<file path="src/hdl/updown_counter_pkg.sv">
package updown_counter_pkg;

  localparam logic [3:0] COUNT_RESET  = 4'h0;
  localparam logic [3:0] DECADE_LIMIT = 4'h9;
  localparam logic [3:0] BINARY_LIMIT = 4'hf;
  localparam logic [3:0] COUNT_ZERO   = 4'h0;
  localparam int         SYNC_STAGES  = 3;

endpackage

</file>
<file path="src/hdl/pin_sync.sv">
`timescale 1ns/1ns

// Three-stage input synchroniser; output changes once stages two and three agree
module pin_sync
  import updown_counter_pkg::*;
#(
  parameter logic RESET_LEVEL = 1'b1
) (
  input  wire logic sys_clk,
  input  wire logic sys_rst,
  input  wire logic pin_in,
  output logic      pin_out
);

  typedef struct packed {
    logic [SYNC_STAGES-1:0] stage;
    logic                   level;
  } sync_state_t;

  sync_state_t state_q;
  sync_state_t state_d;

  always_comb begin
    state_d       = state_q;
    state_d.stage = {state_q.stage[SYNC_STAGES-2:0], pin_in};
    if (state_q.stage[1] == state_q.stage[2]) begin
      state_d.level = state_q.stage[2];
    end
  end

  always_ff @(posedge sys_clk) begin
    if (sys_rst) begin
      state_q <= {{SYNC_STAGES{RESET_LEVEL}}, RESET_LEVEL};
    end else begin
      state_q <= state_d;
    end
  end

  assign pin_out = state_q.level;

endmodule

</file>
<file path="src/hdl/dual_clock_updown_counter.sv">
`timescale 1ns/1ns

module dual_clock_updown_counter
  import updown_counter_pkg::*;
#(
  parameter bit DECADE = 1'b1
) (
  input  wire logic       sys_clk,
  input  wire logic       sys_rst,
  input  wire logic       count_up_clock,
  input  wire logic       count_down_clock,
  input  wire logic       preset_load_n,
  input  wire logic       clear_override,
  input  wire logic [3:0] preset_inputs,
  output logic      [3:0] count_outputs,
  output logic            up_terminal_out,
  output logic            down_terminal_out
);

  // -----------------------------------------------------------------
  // Types and state
  // -----------------------------------------------------------------
  // Operation taken at the coming edge
  typedef enum {
    OP_HOLD,
    OP_UP,
    OP_DOWN,
    OP_LOAD,
    OP_CLEAR
  } count_op_t;

  typedef struct packed {
    logic [3:0] count;
    logic       up_prev;
    logic       down_prev;
    logic       up_term;
    logic       down_term;
  } counter_state_t;

  counter_state_t state_q;
  counter_state_t state_d;

  logic       up_s;
  logic       down_s;
  logic       load_n_s;
  logic       clear_s;
  logic [3:0] preset_s;
  logic [3:0] limit;
  logic [3:0] next_count;
  logic       up_rise;
  logic       down_rise;
  count_op_t  op;

  // -----------------------------------------------------------------
  // Input synchronisers
  // -----------------------------------------------------------------
  // Sample async pins
  pin_sync #(.RESET_LEVEL(1'b1)) up_sync (
    .sys_clk (sys_clk),
    .sys_rst (sys_rst),
    .pin_in  (count_up_clock),
    .pin_out (up_s)
  );

  pin_sync #(.RESET_LEVEL(1'b1)) down_sync (
    .sys_clk (sys_clk),
    .sys_rst (sys_rst),
    .pin_in  (count_down_clock),
    .pin_out (down_s)
  );

  pin_sync #(.RESET_LEVEL(1'b1)) load_sync (
    .sys_clk (sys_clk),
    .sys_rst (sys_rst),
    .pin_in  (preset_load_n),
    .pin_out (load_n_s)
  );

  pin_sync #(.RESET_LEVEL(1'b0)) clear_sync (
    .sys_clk (sys_clk),
    .sys_rst (sys_rst),
    .pin_in  (clear_override),
    .pin_out (clear_s)
  );

  // Preset data takes the same path as the load strobe
  for (genvar bit_idx = 0; bit_idx < 4; bit_idx++) begin : g_preset
    pin_sync #(.RESET_LEVEL(1'b0)) preset_sync (
      .sys_clk (sys_clk),
      .sys_rst (sys_rst),
      .pin_in  (preset_inputs[bit_idx]),
      .pin_out (preset_s[bit_idx])
    );
  end

  // -----------------------------------------------------------------
  // Count arithmetic
  // -----------------------------------------------------------------
  // Modulus choice
  assign limit = DECADE ? DECADE_LIMIT : BINARY_LIMIT;

  function automatic logic [3:0] step(input logic [3:0] value, input logic up,
                                      input logic [3:0] top);
    logic [3:0] result;
    result = value;
    if (up) begin
      result = (value >= top) ? COUNT_ZERO : 4'(value + 4'h1);
    end else begin
      result = (value == COUNT_ZERO || value > top) ? top : 4'(value - 4'h1);
    end
    return result;
  endfunction

  // Rise of a synchronised clock against its previous level
  function automatic logic rising(input logic now_level, input logic prev_level);
    return now_level && !prev_level;
  endfunction

  // Terminal low at its count while its clock is low
  function automatic logic term_level(input logic [3:0] value, input logic [3:0] target,
                                      input logic clk_level);
    return !((value == target) && !clk_level);
  endfunction

  // One operation per edge: clear, then load, then a clock
  function automatic count_op_t pick_op(input logic clear, input logic load_n,
                                        input logic up_edge, input logic down_edge,
                                        input logic up_level, input logic down_level);
    count_op_t result;
    result = OP_HOLD;
    if (clear) begin
      result = OP_CLEAR;
    end else if (!load_n) begin
      result = OP_LOAD;
    end else if (up_edge && down_level) begin
      result = OP_UP;
    end else if (down_edge && up_level) begin
      result = OP_DOWN;
    end
    return result;
  endfunction

  // -----------------------------------------------------------------
  // Next state
  // -----------------------------------------------------------------
  // Edges seen against the previous synchronised level
  assign up_rise   = rising(up_s, state_q.up_prev);
  assign down_rise = rising(down_s, state_q.down_prev);

  // A clock edge counts only while the other clock stands high
  assign op = pick_op(clear_s, load_n_s, up_rise, down_rise, up_s, down_s);

  // -----------------------------------------------------------------
  // Count register input
  // -----------------------------------------------------------------
  always_comb begin
    state_d           = state_q;
    next_count        = state_q.count;
    // Levels track during clear and load, so a later rise counts
    state_d.up_prev   = up_s;
    state_d.down_prev = down_s;
    case (op)
      // Neither a counting clock edge nor override
      OP_HOLD: begin
        next_count = state_q.count;
      end
      OP_UP: begin
        next_count = step(state_q.count, 1'b1, limit);
      end
      OP_DOWN: begin
        next_count = step(state_q.count, 1'b0, limit);
      end
      // Preset copied while load is low
      OP_LOAD: begin
        next_count = preset_s;
      end
      // Clear dominates load and both clocks
      OP_CLEAR: begin
        next_count = COUNT_RESET;
      end
      default: begin
        next_count = state_q.count;
      end
    endcase
    state_d.count     = next_count;
    // Up terminal follows up clock at limit
    state_d.up_term   = term_level(next_count, limit, up_s);
    // Down terminal follows down clock at zero
    state_d.down_term = term_level(next_count, COUNT_ZERO, down_s);
  end

  always_ff @(posedge sys_clk) begin
    if (sys_rst) begin
      state_q <= {COUNT_RESET, 1'b1, 1'b1, 1'b1, 1'b1};
    end else begin
      state_q <= state_d;
    end
  end

  // -----------------------------------------------------------------
  // Outputs
  // -----------------------------------------------------------------
  // Terminal outputs usable as next-stage clocks
  assign count_outputs     = state_q.count;
  assign up_terminal_out   = state_q.up_term;
  assign down_terminal_out = state_q.down_term;

endmodule

</file>
<file path="config.mk">
export PLATFORM = sky130hd
export DESIGN_NAME = dual_clock_updown_counter
export DESIGN_NICKNAME = d
export VERILOG_FILES = /design/src/hdl/updown_counter_pkg.sv /design/src/hdl/pin_sync.sv /design/src/hdl/dual_clock_updown_counter.sv
export SDC_FILE = /design/constraint.sdc
export NUM_CORES = 1
export LEC_CHECK = 0
export ABC_AREA = 0
export BUFFER_PORTS_ARGS = -buffer_cell sky130_fd_sc_hd__buf_2
export CAP_MARGIN = 20
export CORE_MARGIN = 2
export CORE_UTILIZATION = 50
export CTS_CLUSTER_SIZE = 25
export DETAILED_ROUTE_END_ITERATION = 7
export PLACE_DENSITY = 0.7
export RECOVER_POWER = 100
export SLEW_MARGIN = 0
export SYNTH_ARGS = -nofsm -noshare
export SYNTH_HDL_FRONTEND = slang
export SYNTH_SLANG_ARGS = --single-unit
</file>
<file path="constraint.sdc">
create_clock -name sys_clk -period 3.44 [get_ports sys_clk]
set_input_delay 0 -clock sys_clk [delete_from_list [all_inputs] [get_ports sys_clk]]
set_output_delay 0 -clock sys_clk [all_outputs]
set_load 0.01 [all_outputs]
</file>
==> run_results.csv, run 1 <==
group,metric,value,unit
layout,num_antenna_cells,0,
yosys,synthArstFlopShare,0,
yosys,synth.net_count,163,
yosys,syn_area,0.00150,mm²
timing,finalSetupViolCount,0,
power,seqPwrFrac,0.670,
grt,grt_max_degree,39,
grt,track_usage,0.167,
yosys,synthTopCellsByArea,"dfxtp_1 53%, nor2b_1 6.7%, or2_2 4.2%",
clock_tree,clockBufferDepth,2,
floorplanning,row_count,19,
clock_tree,clkSlewWorstSetupHoldPaths,100,ps
grt,grt_pass1_vias,1035,
outcome,status,"finished, violations left",
yosys,yosys_warnings,0,
floorplanning,io_pins,16,
timing,finalCritPeriodShare,0.810,
placed_design,hpwl,1.66,mm
grt,grt_pass1_wl,4.24,mm
floorplanning,fp.dieArea,0.00346,mm²
power,pwr-share-comb,0.044,
yosys,synth-edff-count,0,
worst_setup_path,cp-start-kind,"register",
layout,stdcell_count,202,
clock_tree,root_buffer,"clkbuf_4",
worst_setup_path,r2r_start,"count_outputs[1]",
floorplanning,die_x,58.8,µm
detailed_routing,drc,1,
placed_design,place_inst,187,
timing,rsz0062_at_grt,"false",
clock_tree,cts_sinks,40,
worst_hold_path,hp-class,"in -> reg",
timing,fmax,359,MHz
job,drv_cap,0,
clock_tree,clk_latency,330,ps
detailed_routing,ant_nets,0,
power,power.total,715,µW
floorplanning,die_y,58.8,µm
detailed_routing,wire_per_inst,12.1,µm
power,pwr_density_cell,429,mW/mm²
yosys,yosysTopAreaCellShare,0.533,
layout,area_growth,10.9,%
yosys,ys_types,34,
power,leakagePower,0.000666,µW
yosys,avgSynthCellArea,10.1,µm²
clock_tree,cts_tree,"built",
yosys,synth_common_cells,"40 x dfxtp_1, 16 x nor2b_1, 11 x nor2_1",
timing,slew_violations,0,
yosys,yosysTopAreaCell,"dfxtp_1",
timing,clock_skew,10.6,ps
clock_tree,numCtsBuffers,5,
floorplanning,core,0.00281,mm²
outcome,violations,"design-rule violations",
placed_design,place_congestion,0.860,
grt,gr-total-overflow,0,
clock_tree,htreeDepth,2,
yosys,synth.most_common_cell,"dfxtp_1",
timing,maxSlewHeadroom,0.532,
worst_hold_path,hold_end,"count_outputs[0]",
worst_hold_path,min_from,"sys_rst",
worst_setup_path,arrival,3000,ps
worst_setup_path,reg2reg_slack,650,ps
worst_setup_path,required,3650,ps
clock_tree,post_cts_buffers,0,
power,p_int,569,µW
worst_setup_path,crit_type,"reg -> reg",
power,max-vdd-ir-drop,0.313,mV
yosys,synth_flop_cell,"dfxtp_1",
worst_setup_path,worstReg2RegEnd,"up_terminal_out",
timing,min_period,2790,ps
yosys,ys_ff_latch,40,
worst_hold_path,worstHoldPathCells,2,
timing,worst_pin_slew,697,ps
worst_setup_path,cp_max_fo,7,
detailed_routing,viasPerCell,5.36,
timing,setup_tns,0,ps
power,p_sw_frac,0.205,
grt,antenna_found_initial,0,
worst_setup_path,critPathCaptureType,"register",
layout,layout-drive-gt1-share,0.175,
yosys,syn_inst,149,
power,p_sw,146,µW
detailed_routing,via_count,1082,
detailed_routing,drt_first_pass_iters,6,
detailed_routing,drt_iter0_markers,89,
detailed_routing,wl,2.45,mm
timing,hold_violations,0,
floorplanning,floorplan.initialDensity,0.535,
power,p_clk_frac,0.286,
placed_design,portBuffers,15,
worst_setup_path,r2r_cells,8,
yosys,yosysSeqAreaShare,0.533,
layout,nNetsFinal,185,
layout,fillers,270,
==> flip-flops by register name (all words and copies together) (netlist names), 4 cells and up <==
register                      flops
g_preset.preset_sync.state_d      8
count_outputs                     4
g_preset.preset_sync.pin_out      4
g_preset.preset_sync.state_q      4
==> cells in the final DEF (no fill, tap or decap) <==
cell	synthesis	layout
buf_2	0	9
a22o_1	1	1
o21ai_0	7	7
clkinv_2	0	1
a31oi_1	2	2
nor4b_1	1	1
a32oi_1	1	1
a21boi_0	0	1
a211oi_1	0	1
or2_2	10	10
nor3b_1	2	2
inv_1	6	6
a21oi_1	10	10
nand4_1	1	1
or3b_4	1	1
a221oi_1	1	1
nand2b_2	1	1
ha_1	4	4
clkbuf_4	0	5
o22ai_1	1	1
nor2b_1	16	16
a311oi_2	1	1
nor3_1	2	2
dlygate4sd3_1	0	8
dfxtp_1	40	40
nor2_1	11	11
nand2_1	8	8
or4b_1	1	1
clkbuf_1	3	7
nor3_2	1	1
nand3_1	1	1
and4_1	1	1
a221o_1	1	1
o21bai_1	5	5
nand4b_2	1	1
or3b_1	1	1
==> critical path: stages (launching register included) <==
cell and delay, ps:
dfxtp_1 470, inv_1 120, ha_1 210, or3b_1 360, a211oi_1 630, nand2_1 120
nand2_1 100, a21boi_0 120, or4b_1 540
==> cell type report <==
class	count	area (µm²)	share of cell area
clock buffers	6	41.3	0.0248
clock inverters	1	5.00	0.00301
inverters	6	22.5	0.0135
multi-input cells	95	609	0.366
flip-flops and latches	40	801	0.481
well taps	31	38.8	0.0233
repair buffers	23	148	0.0887
==> worst max-delay path by stage <==
stage                                 end  cells after the start             start  slack (ps)
after floorplan           up_terminal_out                      7  count_outputs[1]        1180
after global placement    up_terminal_out                      8  count_outputs[1]        1060
after detailed placement  up_terminal_out                      8  count_outputs[1]         960
after CTS                 up_terminal_out                      8  count_outputs[1]         940
after global routing      up_terminal_out                      8  count_outputs[1]         530
final                     up_terminal_out                      8  count_outputs[1]         650
==> metal layers <==
layer	up-vias	global-route usage	wire, µm
met5	-	0	0
met4	0	0.0974	64
met3	6	0.0615	166
met2	32	0.275	1150
met1	495	0.184	1070
li1	549	-	-
==> power by group through the flow <==
| stage | Sequential (µW) | Clock (µW) | Combinational, µW |
|---|---|---|---|
| 2_1_floorplan | 489 | 0 | 18.3 |
| 3_3_place_gp | 490 | 0 | 23.9 |
| 3_5_place_dp | 490 | 0 | 25.1 |
| 4_1_cts | 480 | 217 | 32.0 |
| 5_1_grt | 481 | 236 | 34.9 |
| 6_report | 479 | 205 | 31.1 |
==> kinds of logic (layout without fill, tap and decap cells) <==
kind of cell | Yosys count | count (layout) | share of synthesized area
compound gates | 32 | 32 | 0.154
buf+inv | 14 | 36 | 0.0450
simple gates | 59 | 59 | 0.234
fa+ha+maj | 4 | 4 | 0.0333
flops | 40 | 40 | 0.533
==> per-stage QoR <==
step | area (µm²) | worst slack (ps) | util | hold slack (ps)
finish | 1670 | 653 | 0.594 | 140
global route | 1670 | 533 | 0.594 | 182
CTS | 1700 | 941 | 0.605 | 136
detailed placement | 1570 | 958 | 0.560 | 189
global placement | 1570 | 1060 | 0.560 | 183
floorplan | 1500 | 1180 | - | 104
==> repair_timing <==
action,4_1_cts,5_1_grt
hold buffers,8,0
gates resized for setup,0,0
endpoints found under the hold margin,8,0
(Power assumes the default switching activity.)
==> run 2, diff against run 1 <==
Clock period 3.44 ns to 2.6 ns, I/O delays scaled along.
==> run_results.csv, run 2 (synthesis results as in run 1) <==
group,metric,value,unit
detailed_routing,viasPerCell,5.37,
layout,fin_util,0.600,
timing,worst_pin_slew,569,ps
worst_setup_path,worstReg2RegEnd,"up_terminal_out",
power,leakagePower,0.000676,µW
detailed_routing,via_count,1085,
timing,clock_skew,11.0,ps
worst_setup_path,cp-start-kind,"register",
timing,maxSlewHeadroom,0.621,
layout,final_common_cell,"dfxtp_1",
grt,antenna_found_initial,0,
floorplanning,core,0.00281,mm²
worst_hold_path,worstHoldPathCells,2,
clock_tree,cts_sinks,40,
grt,track_usage,0.167,
clock_tree,numCtsBuffers,5,
clock_tree,cts_tree,"built",
detailed_routing,wl,2.48,mm
floorplanning,fp.dieArea,0.00346,mm²
power,p_sw_frac,0.205,
placed_design,hpwl,1.66,mm
worst_setup_path,crit_type,"reg -> reg",
layout,layout-drive-gt1-share,0.205,
layout,layout_common_cells,"38 x dfxtp_1, 16 x nor2b_1, 11 x nor2_1, 11 x buf_2",
worst_setup_path,cp_slowest_stage_delay,540,ps
clock_tree,clkSlewWorstSetupHoldPaths,110,ps
worst_setup_path,critPathSlowestCell,"or4b_1",
layout,multi_input_area,622,µm²
layout,area_growth,12.1,%
floorplanning,floorplan.initialDensity,0.535,
power,seqPwrFrac,0.670,
worst_setup_path,critical_path.top_delay_family,"simple AND/OR/NAND/NOR gates",
timing,fmax,413,MHz
floorplanning,die_x,58.8,µm
timing,min_period,2420,ps
outcome,violations,"design-rule violations",
worst_setup_path,crit_chain,"inv_1, ha_1, or3b_1, a211oi_4, nand2_1, nand2_1, a21boi_0, or4b_1",
grt,gr-total-overflow,0,
detailed_routing,drc,1,
worst_setup_path,arrival,2630,ps
detailed_routing,ant_nets,0,
clock_tree,clockBufferDepth,2,
layout,num_antenna_cells,0,
detailed_routing,drt_first_pass_iters,6,
worst_hold_path,min_from,"sys_rst",
job,drv_cap,0,
worst_setup_path,required,2810,ps
outcome,status,"finished, violations left",
power,p_int,753,µW
power,p_sw,195,µW
timing,hold_violations,0,
power,max-vdd-ir-drop,0.415,mV
floorplanning,die_y,58.8,µm
clock_tree,clk_latency,330,ps
grt,grt_max_degree,39,
timing,finalSetupViolCount,0,
worst_setup_path,cp_max_fo,7,
worst_setup_path,cp_num_buf_inv,1,
floorplanning,io_pins,16,
placed_design,place_congestion,0.860,
layout,largest_reg_flops,8,
timing,rsz0062_at_grt,"false",
floorplanning,row_count,19,
layout,seq_area,803,µm²
worst_setup_path,cp_common_cell,"nand2_1",
grt,grt_pass1_vias,1035,
worst_hold_path,hold_end,"count_outputs[0]",
layout,fillers,268,
worst_setup_path,reg2reg_slack,180,ps
worst_setup_path,critPathCaptureType,"register",
clock_tree,root_buffer,"clkbuf_4",
worst_setup_path,r2r_cells,8,
timing,slew_violations,0,
power,pwr_density_cell,563,mW/mm²
detailed_routing,drt_iter0_markers,76,
detailed_routing,wire_per_inst,12.3,µm
power,pwr-share-comb,0.044,
timing,setup_tns,0,ps
power,p_clk_frac,0.286,
placed_design,portBuffers,15,
timing,finalCritPeriodShare,0.931,
grt,grt_pass1_wl,4.24,mm
worst_hold_path,hp-class,"in -> reg",
clock_tree,htreeDepth,2,
layout,nNetsFinal,185,
worst_setup_path,crit_start,"count_outputs[1]",
worst_setup_path,r2r_start,"count_outputs[1]",
==> run 2: cell types whose count changed in the layout (fill, tap and decap cells not counted), sizes merged <==
cell / change
buf: +2
clkbuf: -2
==> run 2: area by class of cell <==
| type | instances | area share |
|---|---|---|
| clock inverters | 1 | 0.00297 |
| well taps | 31 | 0.0230 |
| inverters | 6 | 0.0134 |
| repair buffers | 23 | 0.0892 |
| multi-input cells | 95 | 0.370 |
| flip-flops and latches | 40 | 0.477 |
| clock buffers | 6 | 0.0245 |
==> run 2: per-layer routing <==
metal  GRT usage  up-vias  wire length (µm)
met3      0.0615        6               152
li1            -      548                 -
met5           0        -                 0
met2       0.275       32              1160
met4      0.0974        0                64
met1       0.184      499              1100
==> run 2: per-stage QoR <==
step	hold slack, ps	cell area (µm²)	power, µW	instances	worst slack, ps
6_report	140	1680	947	202	180
3_5_place_dp	189	1570	682	187	118
5_1_grt	182	1680	997	202	65.8
3_3_place_gp	183	1570	679	187	218
2_1_floorplan	104	1500	671	149	336
4_1_cts	136	1700	964	202	101
==> run 2: power groups by stage <==
| stage | Clock, µW | Sequential [µW] | Combinational (µW) |
|---|---|---|---|
| 2_1_floorplan | 0 | 647 | 24.2 |
| 3_3_place_gp | 0 | 648 | 31.6 |
| 3_5_place_dp | 0 | 648 | 33.2 |
| 4_1_cts | 288 | 634 | 42.3 |
| 5_1_grt | 313 | 637 | 46.8 |
| 6_report | 271 | 634 | 41.7 |
==> run 2: repair_timing <==
item	4_1_cts	5_1_grt
resized for setup	0	2
buffers inserted	0	0
hold buffers	8	0
setup endpoints to repair	0	1
endpoints found under the hold margin	8	0
==> run 2: worst max path at each step <==
stage / to / depth (start not counted)
floorplan: up_terminal_out / 7
finish: up_terminal_out / 8
CTS: up_terminal_out / 8
detailed placement: up_terminal_out / 8
global route: up_terminal_out / 8
global placement: up_terminal_out / 8
==> run 3, diff against run 2 <==
Settings changed: CORE_MARGIN 2 to 3.
==> run_results.csv, run 3 (synthesis results as in run 1) <==
group,metric,value,unit
outcome,status,"finished clean",
clock_tree,clk_latency,350,ps
timing,setup_tns,0,ps
grt,track_usage,0.151,
clock_tree,root_buffer,"clkbuf_4",
power,pwr_density_cell,631,mW/mm²
layout,num_antenna_cells,0,
timing,setup_ws,160,ps
clock_tree,cts_sinks,40,
timing,clock_skew,8.65,ps
timing,rsz0062_at_grt,"false",
timing,maxSlewHeadroom,0.619,
worst_setup_path,cp_max_fo,9,
detailed_routing,wl,2.48,mm
clock_tree,numCtsBuffers,5,
floorplanning,fp.dieArea,0.00370,mm²
detailed_routing,drc,0,
detailed_routing,drt_first_pass_iters,6,
layout,layout-drive-gt1-share,0.209,
floorplanning,core,0.00281,mm²
clock_tree,htreeDepth,2,
layout,final_common_cell,"dfxtp_1",
detailed_routing,wire_per_inst,12.2,µm
floorplanning,die_y,60.8,µm
placed_design,pre_cts_slack,97.4,ps
detailed_routing,ant_nets,0,
layout,largest_reg_flops,8,
layout,layout_common_cells,"39 x dfxtp_1, 16 x nor2b_1, 11 x nor2_1",
grt,grt_pass1_wl,4.00,mm
worst_setup_path,required,2840,ps
job,drv_cap,0,
timing,slew_violations,0,
clock_tree,post_cts_buffers,0,
placed_design,hpwl,1.66,mm
clock_tree,cts_tree,"built",
floorplanning,row_count,19,
clock_tree,clkSlewWorstSetupHoldPaths,130,ps
placed_design,place_congestion,0.972,
worst_setup_path,cp-start-kind,"register",
detailed_routing,via_count,1090,
timing,fmax,410,MHz
power,max-vdd-ir-drop,0.429,mV
detailed_routing,drt_iter0_markers,60,
grt,grt_pass1_vias,946,
layout,fillers,250,
worst_setup_path,arrival,2680,ps
worst_setup_path,crit_chain,"inv_1, ha_1, or3b_1, a211oi_4, a221o_1, o22ai_1, and4_1, or4b_1",
timing,min_period,2440,ps
floorplanning,die_x,60.8,µm
floorplanning,floorplan.initialDensity,0.535,
timing,finalSetupViolCount,0,
floorplanning,io_pins,16,
layout,area_growth,15.2,%
grt,antenna_found_initial,0,
worst_setup_path,critPathSlowestCell,"dfxtp_1",
grt,grt_max_degree,39,
timing,whs,119,ps
clock_tree,clockBufferDepth,2,
worst_hold_path,hp-class,"in -> reg",
layout,nNetsFinal,185,
worst_setup_path,critPathCaptureType,"register",
timing,worst_pin_slew,572,ps
grt,gr-total-overflow,0,
timing,hold_violations,0,
power,leakagePower,0.000696,µW
placed_design,portBuffers,15,
worst_setup_path,cp_slowest_stage_delay,530,ps
timing,finalCritPeriodShare,0.939,
worst_setup_path,crit_type,"reg -> reg",
detailed_routing,viasPerCell,5.37,
-- run 3: path summary, 6_finish.rpt --
kind	startpoint	endpoint	slack, ps	cells past startpoint
hold reg to reg	load_sync.state_d[2]	load_sync.state_d[3]	420	1
setup reg to reg	count_outputs[0]	up_terminal_out	160	8
setup / recovery	count_outputs[0]	up_terminal_out	160	8
hold / removal	sys_rst	count_outputs[3]	120	2
-- run 3: power by group --
group / internal, µW / total [µW] / switching (µW) / leakage [µW]
Sequential: 628 / 635 / 6.21 / 0.000328
Combinational: 24.9 / 41.3 / 16.4 / 0.000326
Clock: 205 / 415 / 210 / 0.0000418
Total: 859 / 1090 / 233 / 0.000696
-- run 3: cell type report --
type | instances | area, µm² | area share
sequential | 40 | 802 | 0.464
tap | 31 | 38.8 | 0.0224
inverter | 6 | 22.5 | 0.0130
timing repair buffer | 23 | 149 | 0.0861
clock inverter | 3 | 46.3 | 0.0268
multi-input combinational | 95 | 633 | 0.366
clock buffer | 5 | 37.5 | 0.0217
-- run 3: worst max-delay path, delay by kind of cell, from the launching register on --
family,cells,cell delay [ps]
AOI/OAI and AO/OA,3,600
adders and majority gates,1,250
buffers and inverters,1,120
DFF,1,530
and+or+nand+nor,3,860
-- run 3: routing by layer --
layer,global-route usage,share of wire,vias to the layer above
met5,0,0,-
met4,0.0774,0.022,0
met3,0.0596,0.071,8
met2,0.235,0.48,42
met1,0.179,0.43,498
li1,-,-,542
-- run 3: what timing repair did --
action                                  4_1_cts  5_1_grt
endpoints found under the setup margin        0        1
resized for setup                             0        1
hold buffers                                  8        0
hold endpoints to repair                      8        0
-- run 3: per-stage QoR --
stage,instances,total power [µW],instance area (µm²),util
floorplan,149,671,1500,-
global placement,187,679,1570,0.560
detailed placement,187,681,1570,0.560
CTS,203,1110,1730,0.618
global route,203,1140,1730,0.616
finish,203,1090,1730,0.616
